==> config.mk <==
export PLATFORM = sky130hd
export DESIGN_NAME = lie_top
export DESIGN_NICKNAME = d
export VERILOG_FILES = /design/src/hw/lie_pkg.sv /design/src/hw/lie_sync.sv /design/src/hw/lie_top.sv
export SDC_FILE = /design/constraint.sdc
export NUM_CORES = 1
export LEC_CHECK = 0
export BUFFER_PORTS_ARGS = -buffer_cell sky130_fd_sc_hd__buf_2
export CAP_MARGIN = 25
export CORE_MARGIN = 4
export CORE_UTILIZATION = 40
export CTS_CLUSTER_DIAMETER = 150
export DETAILED_ROUTE_END_ITERATION = 10
export MAX_ROUTING_LAYER = met4
export PLACE_DENSITY = 0.67
export SYNTH_ARGS = -nofsm -noshare
export SYNTH_HDL_FRONTEND = slang
export SYNTH_SLANG_ARGS = --single-unit
==> constraint.sdc <==
create_clock -name clk_i -period 4.2 [get_ports clk_i]
set_input_delay 0.84 -clock clk_i [delete_from_list [all_inputs] [get_ports clk_i]]
set_output_delay 0.84 -clock clk_i [all_outputs]
set_load 0.01 [all_outputs]
==> src/hw/lie_pkg.sv <==
// Package for the line-interface error injector and interrupt-enable slice.
// Assumes a single 200 MHz system clock; line pins arrive asynchronously.
package lie_pkg;

  // Register byte addresses on the Wishbone bus (one 32-bit word each).
  localparam logic [4:0] LIE_ADR_CTL3 = 5'h00;
  localparam logic [4:0] LIE_ADR_IRQ_EN = 5'h04;
  localparam logic [4:0] LIE_ADR_CFG = 5'h08;
  localparam logic [4:0] LIE_ADR_STAT = 5'h0c;
  localparam logic [4:0] LIE_ADR_EVT = 5'h10;

  // Field positions.
  localparam int LIE_INJ_BIT = 1;
  localparam int LIE_DMO_BIT = 6;
  localparam int LIE_FIFO_BIT = 5;
  localparam int LIE_LOOP_BIT = 3;
  localparam int LIE_PAT_LSB = 0;
  localparam int LIE_LMODE_LSB = 4;

  // Writable bit masks and values after reset.
  localparam logic [7:0] LIE_CTL3_RW_MASK = 8'h03;
  localparam logic [7:0] LIE_IRQ_EN_RW_MASK = 8'h6b;
  localparam logic [7:0] LIE_CFG_RW_MASK = 8'h37;
  localparam logic [7:0] LIE_EVT_MASK = 8'h68;
  localparam logic [7:0] LIE_CTL3_RST = 8'h00;
  localparam logic [7:0] LIE_IRQ_EN_RST = 8'h00;
  localparam logic [7:0] LIE_CFG_RST = 8'h00;
  localparam logic [7:0] LIE_EVT_RST = 8'h00;

  // Transmit test-pattern code that selects QRSS generate and detect.
  localparam logic [2:0] LIE_PAT_QRSS = 3'h4;

  // Loop-code detector modes.
  typedef enum logic [1:0] {
    LIE_LM_OFF = 2'h0,
    LIE_LM_UP = 2'h1,
    LIE_LM_DOWN = 2'h2,
    LIE_LM_AUTO = 2'h3
  } lie_lmode_e;

  // Counts in line bit periods; the loop hold is also given in seconds, with the receive rate in Hz.
  localparam int LIE_DMO_QUIET_BITS = 128;
  localparam int LIE_FIFO_MARGIN = 3;
  localparam int LIE_LOOP_HOLD_S = 5;
  localparam int LIE_RX_RATE_HZ = 1544000;
  localparam int LIE_LOOP_HOLD_BITS = LIE_LOOP_HOLD_S * LIE_RX_RATE_HZ;

  // Wishbone classic request from the master.
  typedef struct packed {
    logic cyc;
    logic stb;
    logic we;
    logic [4:0] adr;
    logic [3:0] sel;
    logic [31:0] dat;
  } lie_wb_req_s;

  // Asynchronous line pins watched by the block.
  typedef struct packed {
    logic tclk;
    logic tx_pos;
    logic tx_neg;
    logic rx_clk;
    logic rx_data;
  } lie_line_pins_s;

endpackage : lie_pkg

==> src/hw/lie_sync.sv <==
// Three-stage synchroniser with agreement filter for asynchronous pins.
// Assumes the pins may change at any time relative to clk_i.
`timescale 1ns/100ps
module lie_sync #(
  parameter int W = 1
) (
  // Clock, reset, enable
  input wire logic clk_i,
  input wire logic rst_i,
  input wire logic ce_i,
  // Raw and filtered levels
  input wire logic [W-1:0] d_i,
  output logic [W-1:0] q_o
);

  logic [W-1:0] s1_r;
  logic [W-1:0] s2_r;
  logic [W-1:0] s3_r;
  logic [W-1:0] q_nxt;

  // A bit moves only once stages two and three agree; stage one feeds stage two alone.
  assign q_nxt = (s2_r & s3_r) | (q_o & (s2_r ^ s3_r));

  // Shift chain, frozen with the rest of the block while ce_i is low.
  always_ff @(posedge clk_i) begin
    if (rst_i) begin
      s1_r <= '0;
      s2_r <= '0;
      s3_r <= '0;
      q_o <= '0;
    end else if (ce_i) begin
      s1_r <= d_i;
      s2_r <= s1_r;
      s3_r <= s2_r;
      q_o <= q_nxt;
    end
  end

endmodule : lie_sync

==> src/hw/lie_top.sv <==
// Line-interface control slice: single-bit QRSS error injector, driver-monitor
// alarm, jitter FIFO margin flag, loop-code detector and their interrupt enables.
// Assumes a Wishbone classic master on clk_i and asynchronous line pins.
//
// Operation
// - A rising inject bit in QRSS mode flips exactly one transmitted bit.
// - The inject bit is sampled and edge-checked on transmit line clock rises.
// - Control bit 0 and enable bits 7, 4, 2, 1, 0 do nothing; enable bits 7, 4, 2 read zero.
// - Enabled driver-monitor alarm changes, both directions, raise an interrupt.
// - Enable bits are read/write, reset to zero, and gate their sources.
// - Enabled FIFO margin event fires when pointers come within three bits.
// - Enabled loop-code status changes, start and stop, raise an interrupt.
// - Loop status sets after loop-up or loop-down pattern persists over five seconds.
// - Alarm after 128 quiet transmit bits; cleared at once on pulse activity.
`timescale 1ns/100ps
module lie_top #(
  parameter int JA_PTR_W = 5,
  parameter int LOOP_HOLD_BITS = lie_pkg::LIE_LOOP_HOLD_BITS
) (
  // Clock, reset, enable
  input wire logic clk_i,
  input wire logic rst_i,
  input wire logic ce_i,
  // Wishbone classic slave
  input wire lie_pkg::lie_wb_req_s wb_req_i,
  output logic [31:0] wb_dat_o,
  output logic wb_ack_o,
  // Asynchronous line pins
  input wire lie_pkg::lie_line_pins_s line_i,
  // Same-clock transmit data and jitter attenuator pointers
  input wire logic tx_data_i,
  input wire logic [JA_PTR_W-1:0] ja_wr_ptr_i,
  input wire logic [JA_PTR_W-1:0] ja_rd_ptr_i,
  // Results
  output logic tx_data_o,
  output logic loopback_en_o,
  output logic irq_o
);
  import lie_pkg::*;

  localparam int LC_W = $clog2(LOOP_HOLD_BITS + 2);
  localparam logic [LC_W-1:0] LOOP_LIMIT = LC_W'(LOOP_HOLD_BITS + 1);
  localparam int DQ_W = $clog2(LIE_DMO_QUIET_BITS + 1);
  localparam logic [DQ_W-1:0] DMO_LAST = DQ_W'(LIE_DMO_QUIET_BITS - 1);
  localparam logic [JA_PTR_W-1:0] MARGIN_P = JA_PTR_W'(LIE_FIFO_MARGIN);
  localparam logic [JA_PTR_W-1:0] MARGIN_N = JA_PTR_W'(0) - MARGIN_P;

  // Address match, shared by the write strobes and the read mux.
  function automatic logic lie_hit(input logic [4:0] adr, input logic [4:0] ofs);
    return adr == ofs;
  endfunction : lie_hit

  // A window of one period holding exactly one mark means the pattern repeats.
  function automatic logic lie_loop_match(input logic [3:0] h, input logic b,
                                          input logic long_p);
    logic [4:0] w;
    w = long_p ? {h, b} : {2'b00, h[1:0], b};
    return $onehot(w);
  endfunction : lie_loop_match

  lie_line_pins_s pins_q;
  logic [7:0] ctl3_r;
  logic [7:0] irq_en_r;
  logic [7:0] cfg_r;
  logic [7:0] evt_r;
  logic tclk_d_r;
  logic rx_clk_d_r;
  logic inj_prev_r;
  logic [DQ_W-1:0] quiet_cnt_r;
  logic dmo_r;
  logic margin_r;
  logic [3:0] lsh_r;
  logic [LC_W-1:0] run_cnt_r;
  logic loop_stat_r;

  // Pins pass four flops before anything looks at them.
  lie_sync #(.W($bits(lie_line_pins_s))) u_sync (
    .clk_i(clk_i),
    .rst_i(rst_i),
    .ce_i(ce_i),
    .d_i(line_i),
    .q_o(pins_q)
  );

  // Bus decode; the 8-bit registers sit in byte lane 0.
  wire wb_go = ce_i & wb_req_i.cyc & wb_req_i.stb & ~wb_ack_o;
  wire wb_wr = wb_go & wb_req_i.we & wb_req_i.sel[0];
  wire wr_ctl3 = wb_wr & lie_hit(wb_req_i.adr, LIE_ADR_CTL3);
  wire wr_irq_en = wb_wr & lie_hit(wb_req_i.adr, LIE_ADR_IRQ_EN);
  wire wr_cfg = wb_wr & lie_hit(wb_req_i.adr, LIE_ADR_CFG);
  wire wr_evt = wb_wr & lie_hit(wb_req_i.adr, LIE_ADR_EVT);
  wire [7:0] wb_byte = wb_req_i.dat[7:0];

  // Edge ticks of the filtered line clocks, qualified by the clock enable.
  wire tclk_tick = ce_i & pins_q.tclk & ~tclk_d_r;
  wire rx_tick = ce_i & pins_q.rx_clk & ~rx_clk_d_r;

  // Injector: fires once per rise of the control bit seen at a transmit clock edge.
  wire [2:0] pat_sel = cfg_r[LIE_PAT_LSB +: 3];
  wire inj_rise = ctl3_r[LIE_INJ_BIT] & ~inj_prev_r;
  wire inj_fire = tclk_tick & inj_rise & (pat_sel == LIE_PAT_QRSS);

  // Driver monitor: any pulse on either rail counts as bipolar activity.
  wire tx_act = ce_i & (pins_q.tx_pos | pins_q.tx_neg);
  wire dmo_declare = tclk_tick & (quiet_cnt_r == DMO_LAST);
  wire dmo_nxt = tx_act ? 1'b0 : (dmo_declare ? 1'b1 : dmo_r);

  // FIFO margin: pointer distance within the margin in either direction.
  wire [JA_PTR_W-1:0] ja_diff = ja_wr_ptr_i - ja_rd_ptr_i;
  wire margin_nxt = (ja_diff <= MARGIN_P) | (ja_diff >= MARGIN_N);

  // Loop code: loop-down is sought in its own mode, or in auto mode once up was found.
  lie_lmode_e lmode;
  assign lmode = lie_lmode_e'(cfg_r[LIE_LMODE_LSB +: 2]);
  wire seek_down = (lmode == LIE_LM_DOWN) | ((lmode == LIE_LM_AUTO) & loop_stat_r);
  wire rx_match = lie_loop_match(lsh_r, pins_q.rx_data, ~seek_down);
  wire loop_held = (run_cnt_r == LOOP_LIMIT);
  logic loop_stat_nxt;

  // Status follows the hold in plain modes; auto mode toggles on each hold.
  always_comb begin
    case (lmode)
      LIE_LM_UP,
      LIE_LM_DOWN: loop_stat_nxt = loop_held;
      LIE_LM_AUTO: loop_stat_nxt = loop_held ? ~loop_stat_r : loop_stat_r;
      default: loop_stat_nxt = 1'b0;
    endcase
  end

  // Change events, gated by their enables so a cleared enable suppresses the source.
  logic [7:0] evt_set;
  always_comb begin
    evt_set = '0;
    evt_set[LIE_DMO_BIT] = ce_i & irq_en_r[LIE_DMO_BIT] & (dmo_nxt != dmo_r);
    evt_set[LIE_FIFO_BIT] = ce_i & irq_en_r[LIE_FIFO_BIT] & margin_nxt & ~margin_r;
    evt_set[LIE_LOOP_BIT] = ce_i & irq_en_r[LIE_LOOP_BIT]
                            & (loop_stat_nxt != loop_stat_r);
  end
  wire [7:0] evt_clr = wr_evt ? (wb_byte & LIE_EVT_MASK) : 8'h00;
  wire [7:0] evt_nxt = (evt_r & ~evt_clr) | evt_set;

  // Live status byte.
  logic [7:0] stat_byte;
  always_comb begin
    stat_byte = '0;
    stat_byte[LIE_DMO_BIT] = dmo_r;
    stat_byte[LIE_FIFO_BIT] = margin_r;
    stat_byte[LIE_LOOP_BIT] = loop_stat_r;
  end

  // Read mux; an unmapped address answers with zero.
  wire [7:0] rd_byte = lie_hit(wb_req_i.adr, LIE_ADR_CTL3) ? ctl3_r :
                       lie_hit(wb_req_i.adr, LIE_ADR_IRQ_EN) ? irq_en_r :
                       lie_hit(wb_req_i.adr, LIE_ADR_CFG) ? cfg_r :
                       lie_hit(wb_req_i.adr, LIE_ADR_STAT) ? stat_byte :
                       lie_hit(wb_req_i.adr, LIE_ADR_EVT) ? evt_r : 8'h00;

  // Bus slave: one-cycle ack, data registered alongside it.
  always_ff @(posedge clk_i) begin
    if (rst_i) begin
      wb_ack_o <= 1'b0;
      wb_dat_o <= 32'h0000_0000;
    end else if (ce_i) begin
      wb_ack_o <= wb_go;
      wb_dat_o <= wb_go ? {24'h00_0000, rd_byte} : 32'h0000_0000;
    end
  end

  // Software registers; reserved bits never store, so they read zero.
  always_ff @(posedge clk_i) begin
    if (rst_i) begin
      ctl3_r <= LIE_CTL3_RST;
      irq_en_r <= LIE_IRQ_EN_RST;
      cfg_r <= LIE_CFG_RST;
    end else if (ce_i) begin
      if (wr_ctl3) ctl3_r <= wb_byte & LIE_CTL3_RW_MASK;
      if (wr_irq_en) irq_en_r <= wb_byte & LIE_IRQ_EN_RW_MASK;
      if (wr_cfg) cfg_r <= wb_byte & LIE_CFG_RW_MASK;
    end
  end

  // Transmit side: the inject bit is only looked at on transmit clock rises.
  always_ff @(posedge clk_i) begin
    if (rst_i) begin
      tclk_d_r <= 1'b0;
      inj_prev_r <= 1'b0;
      tx_data_o <= 1'b0;
    end else if (ce_i) begin
      tclk_d_r <= pins_q.tclk;
      if (tclk_tick) begin
        inj_prev_r <= ctl3_r[LIE_INJ_BIT];
        tx_data_o <= tx_data_i ^ inj_fire;
      end
    end
  end

  // Driver monitor quiet counter stops while the alarm is up so the alarm cannot retrigger.
  always_ff @(posedge clk_i) begin
    if (rst_i) begin
      quiet_cnt_r <= '0;
      dmo_r <= 1'b0;
    end else if (ce_i) begin
      dmo_r <= dmo_nxt;
      if (tx_act) quiet_cnt_r <= '0;
      else if (tclk_tick && !dmo_r) quiet_cnt_r <= quiet_cnt_r + DQ_W'(1);
    end
  end

  // Receive loop-code run counter; restarts on a miss, or in auto mode when the target flips.
  // Plain modes let the count saturate, so the status holds while the code keeps arriving.
  always_ff @(posedge clk_i) begin
    if (rst_i) begin
      rx_clk_d_r <= 1'b0;
      lsh_r <= '0;
      run_cnt_r <= '0;
      loop_stat_r <= 1'b0;
    end else if (ce_i) begin
      rx_clk_d_r <= pins_q.rx_clk;
      loop_stat_r <= loop_stat_nxt;
      if ((lmode == LIE_LM_AUTO && loop_stat_nxt != loop_stat_r) || lmode == LIE_LM_OFF) begin
        run_cnt_r <= '0;
      end else if (rx_tick) begin
        if (!rx_match) run_cnt_r <= '0;
        else if (!loop_held) run_cnt_r <= run_cnt_r + LC_W'(1);
      end
      if (rx_tick) lsh_r <= {lsh_r[2:0], pins_q.rx_data};
    end
  end

  // Events, the combined interrupt and the remote loop-back request.
  always_ff @(posedge clk_i) begin
    if (rst_i) begin
      margin_r <= 1'b0;
      evt_r <= LIE_EVT_RST;
      irq_o <= 1'b0;
      loopback_en_o <= 1'b0;
    end else if (ce_i) begin
      margin_r <= margin_nxt;
      evt_r <= evt_nxt;
      irq_o <= |(evt_r & irq_en_r & LIE_EVT_MASK);
      loopback_en_o <= (lmode == LIE_LM_AUTO) & loop_stat_r;
    end
  end

  // Any clear this cycle, kept as a net so the check can look two cycles back.
  wire evt_clr_any = |evt_clr;
endmodule : lie_top

**Word-level counts from Yosys, hierarchy flattened**

Cells that the tools add are included.

- Register bits: 117
- Input bits: 63
- Output and inout bits: 36
- Logic and storage cells: 124

- $add $sub $neg: 7
- $lt $le $gt $ge: 2
- Equality and inequality tests: 14
- Muxes and demuxes: 18
- Bitwise logic cells: 44
- Reductions and logical operators: 17

Operators by type and width:

| operator | number |
|---|---|
| 2-to-1 mux 23 bit | 4 |
| 2-to-1 mux 8 bit | 8 |
| bitwise AND 1 bit | 26 |
| adder 23 x 1 -> 23 bit (second input constant) | 1 |
| equality test 23 bit (second input constant) | 1 |
| AND reduction 2 bit | 6 |
| bitwise AND 5 bit | 2 |
| equality test 5 x 4 -> 1 bit (second input constant) | 2 |
| adder 8 x 1 -> 8 bit (second input constant) | 1 |
| bitwise AND 8 bit | 1 |
| equality test 8 x 7 -> 1 bit (second input constant) | 1 |
| inverter 7 -> 8 bit | 1 |
| bitwise OR 8 x 7 -> 8 bit | 1 |
| bitwise AND 7 bit | 1 |
| 2-to-1 mux 7 bit | 1 |
| inverter 1 bit | 6 |
| equality test 5 x 3 -> 1 bit (second input constant) | 1 |
| equality test 5 bit (second input constant) | 1 |
| >= comparator 5 bit (second input constant) | 1 |
| <= comparator 5 x 2 -> 1 bit (second input constant) | 1 |
| logical NOT 5 bit | 1 |
| 2-to-1 mux 5 bit | 1 |
| bitwise OR 5 bit | 1 |
| subtractor 5 bit | 1 |
| other kinds (22) | 31 |

**Depth between registers and ports, before layout**

- Depth in word-level cells: 11
- Gate-level depth with buffers: 14
- Mapped depth without buffers: 12

**Hierarchy**

From an unflattened synthesis, not the netlist that was laid out.

- Cells, all modules: 531
- Area, all modules: 4,800.9 um^2

By module, submodules not included:

| module | times used | cells each | area each (um^2) | seq. area each (um^2) |
|---|---|---|---|---|
| lie_top | 1 | 451 | 3,946.3 | 1,341.3 |
| lie_sync | 1 | 80 | 854.6 | 400.4 |

**Worst setup path after synthesis**

Ideal clock, no wire load.

- Path kind: flip-flop to flip-flop
- Start point: reg cfg_r[5]
- End point: reg run_cnt_r[15]
- Library setup time: 0.079 ns
- Arrival: 3.410 ns
- Data required time: 4.121 ns
- Slack: 0.711 ns
- Stages on the path, launching flop included: 12
- Buffers on the path: 0
- Period minus slack after synthesis: 3.489 ns
- Cells stage by stage: dfxtp_1 -> ha_1 -> a21oi_1 -> and2_1 -> fa_1 -> fa_1 -> ha_1 -> or4b_4 -> nor4b_4 -> o21ai_2 -> or3_1 -> o211ai_1

- Longest elaborated chain between the ends: 11
- Elaborated cells between the ends (all ways): 22
- Those cells by class: 3 x add/sub; 6 x eq/ne; 5 x mux; 2 x bitwise; 6 x reduce/logical

Ends and longest elaborated chain:

| item | line | text |
|---|---|---|
| from (decl) | lie_top.sv:64 | `logic [7:0] cfg_r;` |
| from (signal assigned) | lie_top.sv:178 | `if (wr_cfg) cfg_r <= wb_byte & LIE_CFG_RW_MASK;` |
| equality test 2 bit | lie_top.sv:115, lie_top.sv:122, lie_top.sv:220 |  |
| bitwise AND 1 bit | lie_top.sv:115 | `wire seek_down = (lmode == LIE_LM_DOWN) \| ((lmode == LIE_LM_AUTO) & loop_stat_r);` |
| bitwise OR 1 bit | lie_top.sv:115 |  |
| 2-to-1 mux 5 bit | lie_top.sv:57 | `w = long_p ? {h, b} : {2'b00, h[1:0], b};` |
| adder 1 x 1 -> 2 bit (not written as such) | lie_top.sv:58 | `return $onehot(w);` |
| adder 2 x 2 -> 3 bit (not written as such) | lie_top.sv:58 |  |
| adder 3 x 1 -> 3 bit (not written as such) | lie_top.sv:58 |  |
| equality test 3 x 1 -> 1 bit | lie_top.sv:58 |  |
| 2-to-1 mux 23 bit | lie_top.sv:223 | `if (!rx_match) run_cnt_r <= '0;` |
| 2-to-1 mux 23 bit | lie_top.sv:222 | `end else if (rx_tick) begin` |
| 2-to-1 mux 23 bit | lie_top.sv:220 | `if ((lmode == LIE_LM_AUTO && loop_stat_nxt != loop_stat_r) \|\| lmode == LIE_LM_OFF) begin` |
| to (signal assigned) | lie_top.sv:224 | `else if (!loop_held) run_cnt_r <= run_cnt_r + LC_W'(1);` |
| to (decl) | lie_top.sv:73 | `logic [LC_W-1:0] run_cnt_r;` |

Several ways; a longest one is shown, not always the timed one. The select of a mux whose other input is x is not followed.
A chain may end at the register's enable or synchronous reset.

**Worst setup path in the final report**

Ends and elaborated chain as after synthesis.

==> run summary <==
Hold bufs inserted after CTS: 0
Final Max Slew Viols: 0
Post-synth ARST share: 0
Core Area: 0.01152 mm2
Slowest cell on the critical path: or4b_4
Yosys reg bits: 87
Cell Count, Final, Fillers Out: 727
Worst-path clk slew: 0.06 ns
Crit end category: flop
Worst Clk Skew: 0.007091 ns
CTS tree: built
Crit start category: flop
Area of the multi-input gates: 0.002653 mm2
XOR/XNOR share of the synthesized area: 0.02034
Post-route DRC: 0
Reg2Reg Depth: 11
Post-Syn Instances: 545
Crit path cell chain: ha_1, a21oi_1, and2_1, fa_1, fa_1, ha_1, or4b_4, nor4b_4, o21ai_2, or3_1, o211ai_1
Syn avg cell area: 8.692 um2
Unrepaired setup endpoints after global routing: false
Achievable Freq: 0.2606 GHz
Die width: 116.8 um
Buffers & Inverters on Critical Path: 0
Synth cell types: 74
Compound-Gate Fraction of Synth Area: 0.1545
Register Area: 0.001742 mm2
Rel. slew slack: 0.4521
# placed instances: 711
Largest family of logic cells by synthesized area: simple AND/OR/NAND/NOR gates
P_leak: 2.153 nW
Final hold vios: 0
# fillers: 1114
Total CTS buffers: 9
Syn-to-layout area delta: 10.88%
Clk buf depth: 2
Final hold slack: 0.4754 ns
Total Nets Final: 661
Stages on the worst setup path: 11
Clock root buffer: clkbuf_16
Sequential area share after synthesis: 0.3677
Cell Area, Synth: 0.004737 mm2
Max VDD drop: 0.2246 mV
CP Data Arrival Time: 4.10 ns
Post-CTS Setup Inserts: 0
Hold Crit Depth: 2
First-pass GRT wire length: 16.88 mm
Largest net degree at the start of global routing: 61
DPL Wire Length: 7.439 mm
Die height: 116.8 um
Post-synthesis adder-cell area fraction: 0.05494
Top-Level Pins: 99
Mux share of post-synthesis cell area: 0.06999
CP max stage delay: 0.56 ns
Cell family with most CP delay: adder cells
Commonest non-fill, non-tap cell in the layout: dfxtp_1
DRT iter0 DRCs: 344
Clock tree sinks: 87
Via/cell ratio: 5.381
Initial antenna violation count: 0
Status: finished clean
Total grt overflow: 0
Post-layout min period: 3.838 ns
Max-Cap Viols: 0
Vias in the first global route: 3690
Critical Path Fanout Max: 10
H-tree depth: 3
Initial Util: 0.4113
Die area: 0.01365 mm2
Tot GR Track Use: 0.1566
Worst Max-Slew Pin Slew: 0.8209 ns
Synth Area in Simple Gates: 0.2404
Routed via count: 3912
Setup violators final: 0
Buffers on Ports: 45
CTS resizes: 0
Worst Path Class, Setup: reg2reg
Yosys warns: 0
Layout cells sized above 1: 0.1455
Antenna cells: 0
Commonest cells after routing, fill and taps aside: 87 x dfxtp_1, 64 x nor2_1, 45 x buf_2, 42 x nand2_1, 32 x mux2i_1
Final WL: 10.23 mm
Fin Setup TNS: 0 ns
Final Wtd Congestion: 0.8496
ANT nets after route: 0
Number of synthesized flops with an enable pin: 0
PwrDens: 340.4 mW/mm2
Worst-skew pair later-pin latency: 0.34 ns
DRT Pass-1 Iters: 6
Period utilization: 0.9137
Worst EP required: 4.46 ns
WL/cell: 14.08 um
HP Class: reg2reg
Row count: 39
Top FF cell, synth: dfxtp_1
## power breakdown
part / leakage (nW) / internal, mW / switching (mW)
logic: 1.30 / 0.0432 / 0.0723
clock network: 0.152 / 0.486 / 0.350
registers: 0.702 / 0.832 / 0.00455
## Yosys cell counts (2+ instances only)
library cell	number	area (um2)
xnor2_1	5	43.79
a21o_1	4	30.03
nor4_1	4	25.02
nand4_1	14	87.58
or3_1	7	43.79
o21a_1	2	15.01
xor2_1	6	52.55
nor2b_1	5	31.28
o21ai_2	3	26.28
a211oi_1	3	22.52
o21ai_0	14	70.07
nand2_1	42	157.7
a221o_1	7	70.07
a21oi_1	24	120.1
a32oi_1	4	35.03
and3_1	8	50.05
clkbuf_1	13	48.80
and3b_1	3	26.28
a211o_1	3	26.28
ha_1	16	200.2
buf_6	4	45.04
buf_1	3	11.26
o21bai_1	5	37.54
nand3_1	28	140.1
and2_1	6	37.54
fa_1	3	60.06
a22oi_1	14	105.1
mux2i_1	32	320.3
and4_1	4	35.03
nor3_1	10	50.05
nor3b_1	3	22.52
inv_1	24	90.09
and4bb_2	2	25.02
buf_4	26	195.2
dfxtp_1	87	1742
or2_1	2	12.51
or2_2	2	12.51
o211ai_1	2	15.01
buf_2	3	15.01
nor2_1	64	240.2
## flip-flops by register name, summed over array words and instances (netlist names), 2 cells and up
name         count
ctl3_r           2
u_sync.s3_r      5
u_sync.s2_r      5
wb_dat_o         7
irq_en_r         5
quiet_cnt_r      8
lsh_r            4
u_sync.s1_r      5
run_cnt_r       23
u_sync.q_o       5
cfg_r            5
evt_r            3
## worst reg2reg max path: stages (launching register included)
cell and delay (ns):
dfxtp_1 0.40, ha_1 0.30, a21oi_1 0.13, and2_1 0.19, fa_1 0.47, fa_1 0.40, ha_1 0.30, or4b_4 0.56
nor4b_4 0.31, o21ai_2 0.22, or3_1 0.40, o211ai_1 0.09
## through the flow
stage	utilization	total power, mW	cell area, um2	setup slack, ns
finish	0.4561	1.788	5253	0.3623
global route	0.4561	1.852	5253	0.1497
CTS	0.4561	1.802	5253	0.3539
detailed placement	0.4284	0.9700	4933	0.3781
global placement	0.4284	0.9665	4933	0.4671
floorplan	-	0.9520	4827	0.7111
## logic make-up after synthesis
family          count (synthesis)
fa+ha+maj                      19
other cells                     1
buf+inv                        76
compound gates                101
mux                            33
xor+xnor                       11
flops                          87
simple gates                  217
## final timing paths
check,slack (ns),to,startpoint
setup / recovery,0.36,run_cnt_r[15],cfg_r[5]
hold / removal,0.48,loopback_en_o,loopback_en_o
setup reg to reg,0.36,run_cnt_r[15],cfg_r[5]
hold reg to reg,0.48,loopback_en_o,loopback_en_o
## layer usage
| metal | vias up | global-route usage | wire (um) |
|---|---|---|---|
| li1 | 1962 | - | - |
| met1 | 1862 | 0.1981 | 4705 |
| met2 | 77 | 0.2473 | 5022 |
| met3 | 11 | 0.03599 | 385 |
| met4 | 0 | 0.05352 | 119 |
| met5 | - | - | 0 |
## cell type report
cell class                      instances  area share
Tap cell                              143     0.03406
Sequential cell                        87      0.3316
Multi-Input combinational cell        406      0.5050
Clock buffer                           10     0.04550
Clock inverter                          6     0.01525
Timing Repair Buffer                   51     0.05145
Inverter                               24     0.01715
Power figures use the tool's default switching activity.
